$ cat config.mk
export PLATFORM = sky130hd
export DESIGN_NAME = rmi_mode_irq
export DESIGN_NICKNAME = d
export VERILOG_FILES = /design/src/core/rmi_pkg.sv /design/src/core/rmi_mode_irq.sv
export VERILOG_INCLUDE_DIRS = /design/src /design/src/core
export SDC_FILE = /design/constraint.sdc
export NUM_CORES = 1
export LEC_CHECK = 0
export BUFFER_PORTS_ARGS = -buffer_cell sky130_fd_sc_hd__buf_2
export CORE_MARGIN = 2
export CORE_UTILIZATION = 49
export DETAILED_ROUTE_END_ITERATION = 10
export GPL_TIMING_DRIVEN = 0
export PLACE_DENSITY = 0.72
export SYNTH_ARGS = -nofsm -noshare
export SYNTH_HDL_FRONTEND = slang
export SYNTH_SLANG_ARGS = --single-unit
$ cat constraint.sdc
create_clock -name clk_in -period 2 [get_ports clk_in]
set_input_delay 0.1 -clock clk_in [delete_from_list [all_inputs] [get_ports clk_in]]
set_output_delay 0.1 -clock clk_in [all_outputs]
set_load 0.005 [all_outputs]
$ cat src/core/rmi_params.svh
`ifndef RMI_PARAMS_SVH
`define RMI_PARAMS_SVH

// ----------------------------------------
// Widths and reset values
// ----------------------------------------
`define RMI_NUM_IRQ 4
`define RMI_MODE_W 4
`define RMI_MODE_RST 4'h0
`define RMI_PHASE_W 2
`define RMI_PHASE_RST 2'h0

`endif

$ cat src/core/rmi_pkg.sv
`include "rmi_params.svh"

package rmi_pkg;

  // ----------------------------------------
  // Types
  // ----------------------------------------
  typedef enum logic [2:0] {
    RMI_ST_RESET = 3'h1,
    RMI_ST_LATCH = 3'h2,
    RMI_ST_RUN = 3'h4
  } rmi_state_e;

  typedef enum logic [2:0] {
    RMI_PWR_RUN = 3'h1,
    RMI_PWR_WAIT = 3'h2,
    RMI_PWR_STOP = 3'h4
  } rmi_pwr_e;

  typedef logic [`RMI_MODE_W-1:0] rmi_mode_t;

endpackage : rmi_pkg

$ cat src/core/rmi_mode_irq.sv
`include "rmi_params.svh"
`timescale 1ns/1ps
`default_nettype none

module rmi_mode_irq
  import rmi_pkg::*;
#(
  parameter int NUM_IRQ = `RMI_NUM_IRQ
)
(
  // Clock and reset
  input wire logic clk_in,
  input wire logic nrst_in,
  // Shared mode and interrupt pins, active low as interrupts
  input wire logic [NUM_IRQ-1:0] mode_irq_n_in,
  // Interrupt configuration from the core
  input wire logic [NUM_IRQ-1:0] irq_edge_mode_in,
  input wire logic [NUM_IRQ-1:0] irq_mask_in,
  input wire logic [NUM_IRQ-1:0] irq_clear_in,
  // Standby requests from the core
  input wire logic wait_enter_in,
  input wire logic stop_enter_in,
  // Outputs
  output logic chip_reset_out,
  output logic [`RMI_PHASE_W-1:0] phase_out,
  output logic [NUM_IRQ-1:0] operating_mode_register_out,
  output logic [NUM_IRQ-1:0] irq_pending_out,
  output logic irq_req_out,
  output logic wait_state_out,
  output logic stop_state_out,
  output logic wake_out
);

  // ----------------------------------------
  // Pin synchronisers
  // ----------------------------------------
  logic [NUM_IRQ-1:0] sync1_reg;
  logic [NUM_IRQ-1:0] sync2_reg;
  logic [NUM_IRQ-1:0] sync3_reg;
  logic [NUM_IRQ-1:0] stable_reg;
  logic [NUM_IRQ-1:0] stable_next;

  always_comb
  begin
    stable_next = stable_reg;
    for (int i = 0; i < NUM_IRQ; i++)
    begin
      if (sync2_reg[i] == sync3_reg[i])
      begin
        stable_next[i] = sync2_reg[i];
      end
    end
  end

  // Kept out of reset so the mode levels are already sampled at release
  always_ff @(posedge clk_in)
  begin
    sync1_reg <= mode_irq_n_in;
    sync2_reg <= sync1_reg;
    sync3_reg <= sync2_reg;
  end

  always_ff @(posedge clk_in or negedge nrst_in)
  begin
    if (!nrst_in)
    begin
      stable_reg <= '1;
    end
    else
    begin
      stable_reg <= stable_next;
    end
  end

  // ----------------------------------------
  // Reset sequencing and mode latch
  // ----------------------------------------
  rmi_state_e state_reg;
  rmi_state_e state_next;
  logic [NUM_IRQ-1:0] mode_reg;
  logic [NUM_IRQ-1:0] mode_next;
  logic [`RMI_PHASE_W-1:0] phase_reg;
  logic [`RMI_PHASE_W-1:0] phase_next;
  logic running;

  always_comb
  begin
    state_next = state_reg;
    mode_next = mode_reg;
    phase_next = phase_reg + `RMI_PHASE_W'(1);
    case (state_reg)
      RMI_ST_RESET:
      begin
        // Filter takes the settled pin level this cycle
        state_next = RMI_ST_LATCH;
      end
      RMI_ST_LATCH:
      begin
        mode_next = ~stable_reg;
        state_next = RMI_ST_RUN;
      end
      RMI_ST_RUN:
      begin
        state_next = RMI_ST_RUN;
      end
      default:
      begin
        state_next = RMI_ST_RESET;
      end
    endcase
  end

  always_ff @(posedge clk_in or negedge nrst_in)
  begin
    if (!nrst_in)
    begin
      state_reg <= RMI_ST_RESET;
      mode_reg <= `RMI_MODE_RST;
      phase_reg <= `RMI_PHASE_RST;
    end
    else
    begin
      state_reg <= state_next;
      mode_reg <= mode_next;
      phase_reg <= phase_next;
    end
  end

  assign running = (state_reg == RMI_ST_RUN);
  assign chip_reset_out = !running;
  assign phase_out = phase_reg;
  assign operating_mode_register_out = mode_reg;

  // ----------------------------------------
  // Interrupt requests
  // ----------------------------------------
  logic [NUM_IRQ-1:0] prev_reg;
  logic [NUM_IRQ-1:0] pend_reg;
  logic [NUM_IRQ-1:0] pend_next;
  logic [NUM_IRQ-1:0] active;
  logic [NUM_IRQ-1:0] fall;

  always_comb
  begin
    fall = prev_reg & ~stable_reg;
    pend_next = '0;
    for (int i = 0; i < NUM_IRQ; i++)
    begin
      if (!running)
      begin
        pend_next[i] = 1'b0;
      end
      else if (irq_edge_mode_in[i])
      begin
        // Set wins over a clear in the same cycle
        pend_next[i] = fall[i] | (pend_reg[i] & ~irq_clear_in[i]);
      end
      else
      begin
        pend_next[i] = ~stable_reg[i];
      end
    end
  end

  always_ff @(posedge clk_in or negedge nrst_in)
  begin
    if (!nrst_in)
    begin
      prev_reg <= '1;
      pend_reg <= '0;
    end
    else
    begin
      prev_reg <= stable_reg;
      pend_reg <= pend_next;
    end
  end

  assign active = pend_reg & ~irq_mask_in;
  assign irq_pending_out = pend_reg;
  assign irq_req_out = running & (|active);

  // ----------------------------------------
  // Standby states and wake-up
  // ----------------------------------------
  rmi_pwr_e pwr_reg;
  rmi_pwr_e pwr_next;
  logic wake_reg;
  logic wake_next;

  always_comb
  begin
    pwr_next = pwr_reg;
    wake_next = 1'b0;
    case (pwr_reg)
      RMI_PWR_RUN:
      begin
        if (running && stop_enter_in)
        begin
          pwr_next = RMI_PWR_STOP;
        end
        else if (running && wait_enter_in)
        begin
          pwr_next = RMI_PWR_WAIT;
        end
      end
      RMI_PWR_WAIT:
      begin
        if (|pend_reg)
        begin
          pwr_next = RMI_PWR_RUN;
          wake_next = 1'b1;
        end
      end
      RMI_PWR_STOP:
      begin
        if (pend_reg[0])
        begin
          pwr_next = RMI_PWR_RUN;
          wake_next = 1'b1;
        end
      end
      default:
      begin
        pwr_next = RMI_PWR_RUN;
      end
    endcase
  end

  always_ff @(posedge clk_in or negedge nrst_in)
  begin
    if (!nrst_in)
    begin
      pwr_reg <= RMI_PWR_RUN;
      wake_reg <= 1'b0;
    end
    else
    begin
      pwr_reg <= pwr_next;
      wake_reg <= wake_next;
    end
  end

  assign wait_state_out = (pwr_reg == RMI_PWR_WAIT);
  assign stop_state_out = (pwr_reg == RMI_PWR_STOP);
  assign wake_out = wake_reg;

endmodule : rmi_mode_irq

`default_nettype wire

==> reports/metrics.yaml <==
global_routing:
  grtUsageTotal: 0.1652
  antenna_found_initial: 0
  grt_max_degree: 26
  grt_pass1_wl_um: 3243
  grt_pass1_vias: 764
  grt-ovfl-total: 0
min_path:
  hp-start: "irq_clear_in[3]"
  whs_path_depth: 3
  min_path_type: "primary input to flip-flop"
run:
  drv_cap: 0
synth:
  async_flop_share: 0.6757
  synth_area_per_cell_um2: 12.65
  ys_types: 26
  syn-cell-area_um2: 1240
  ys_seq_area_frac: 0.7084
  yosysTopAreaCell: "dfrtp_1"
  ys_top_cells_by_area: "dfrtp_1, dfstp_2, dfxtp_1"
  syn_nets: 118
  synthXorXnorAreaFrac: 0.01413
  synth-seq-cells: 37
  synth_fa_ha_area_frac: 0.03229
  muxShareOfSynthArea: 0
  synth_top_area_frac: 0.3027
  ys_warn_count: 0
  synthCells: 98
  synth_edf_count: 0
  synth-compound-area-share: 0.08981
  synth_top_family_by_area: "simple AND/OR/NAND/NOR gates"
  synthSimpleGateAreaFrac: 0.1130
  yosys_most_used_dff: "dfrtp_1"
die:
  die_x_um: 54.31
  core_region_area_um2: 2432
  io_pins: 35
  start_util: 0.5098
  fp.dieH_um: 54.31
  die-area_um2: 2949
  rows: 18
clock_tree:
  post-cts-setup-buffer-count: 0
  cts_buffer_depth: 2
  clk_pin_slew_ps: 110
  cts.htree.levels: 2
  cts_buffers: 5
  ctsResizeCount: 0
  cts_sinks: 37
  root_buffer: "clkbuf_4"
  cts_tree: "built"
  clock_latency_ps: 340
timing:
  tns_ps: 0
  whs_ps: -0.2393
  min_period_ps: 1747
  clock.fmax_mhz: 572.4
  slew_violations: 0
  rsz0062_at_grt: "false"
  fin_skew_ps: 10.52
  worstMarginPinSlew_ps: 524.5
  finalSetupViolations: 0
  finalCritPeriodShare: 0.8736
  hold_viol_final: 1
  max_slew_margin: 0.6503
worst_setup_path:
  worst_setup_path_end_kind: "flip-flop"
  r2r-start: "state_reg[1]"
  critPathLaunch: "state_reg[1]"
  crit_fanout: 7
  critPathMaxStageDelay_ps: 490
  worst_ep_arrival_time_ps: 2020
  r2r.worst_path.cells: 4
  slowest_stage: "or4b_4"
  reg2reg_slack_ps: 250
  path_cells: "or3b_1, buf_6, or4b_4, o221a_1"
  start_kind: "flip-flop"
  critPathKind: "flip-flop to flip-flop"
  cp_data_required_time_ps: 2280
placed_design:
  place.gp.congestion: 0.6698
  port_buffers: 34
  dp_cells: 162
  dp.final_hpwl_um: 1516
status:
  status: "finished with violations"
  violations: "hold timing"
layout:
  layout_commonest_cell: "buf_2"
  layout_common_cells: "buf_2, dfrtp_1, dfxtp_1"
  drive_above_1_share: 0.3767
  final_nets: 165
  syn_to_final_growth_pct: 27.24
  fin_cells: 176
  fill_cells: 187
  diodes: 0
routing:
  drc: 0
  drt_wl_total_um: 2068
  ant_nets: 0
  num_vias: 849
  drtPass1Iterations: 4
  viasPerCell: 4.824
  wl_per_cell_um: 11.75
  drt_iter0_drc: 8
power:
  ir_drop_mv: 0.6570
  p_leak_uw: 0.0007788
  p_total_uw: 1502
  p_per_area_nw_per_um2: 952.3
[timing repair]
item | 4_1_cts | 5_1_grt
endpoints found under the hold margin | 20 | 0
endpoints found under the setup margin | 0 | 0
hold buffers | 6 | 0
[cells in the mapped netlist, types with 2 or more instances]
cell type and instances:
a21o_1 4, a21oi_1 4, dfrtp_1 15, dfstp_2 10, dfxtp_1 12, inv_1 10
maj3_1 4, nand2_1 9, nand2b_1 2, nand3b_1 4, nor2_1 5, o21ai_0 5
[final cells by class]
class                           instances  area, um2  area share
Sequential cell                        37      878.3      0.5567
Multi-Input combinational cell         49      309.0      0.1959
Buffer                                  2      15.01    0.009516
Inverter                               10      37.54     0.02379
Clock buffer                            7      65.06     0.04124
Timing Repair Buffer                   40      230.2      0.1459
Tap cell                               30      37.54     0.02379
Clock inverter                          1      5.005    0.003172
[critical path, delay by kind of cell, from the launching register on]
| family | cells | cell delay, ps |
|---|---|---|
| buf+inv | 1 | 140 |
| simple gates | 2 | 860 |
| compound gates | 1 | 250 |
| flops | 1 | 430 |
[kinds of logic (layout without fill, tap and decap cells)]
family / Yosys count / after routing
flops: 37 / 37
simple gates: 25 / 25
compound gates: 18 / 18
buf+inv: 12 / 60
fa+ha+maj: 4 / 4
xor+xnor: 2 / 2
[per-stage QoR]
stage / area (um2) / utilization / setup slack (ps)
floorplan: 1240 / - / 330.0
global placement: 1448 / 0.5952 / 290.0
detailed placement: 1448 / 0.5952 / 274.9
CTS: 1578 / 0.6487 / 256.4
global route: 1578 / 0.6487 / 224.2
finish: 1578 / 0.6487 / 252.9
[power breakdown]
group	internal, uW	switching (uW)
clock	204	231
sequential	831	48.0
combinational	107	80.9
total	1140	360
[final timing paths]
kind	endpoint
hold reg to reg	sync2_reg[2]
setup reg to reg	pwr_reg[0]
setup / recovery	pwr_reg[0]
max in group asynchronous	stable_reg[2]
min in group asynchronous	pwr_reg[2]
hold / removal	irq_pending_out[3]
[metal layers]
layer	routed length, um	global-route usage
met1	893	0.1894
met5	0	0
met2	1005	0.2610
met4	53	0.1000
met3	115	0.06284
Power figures use the tool's default switching activity.
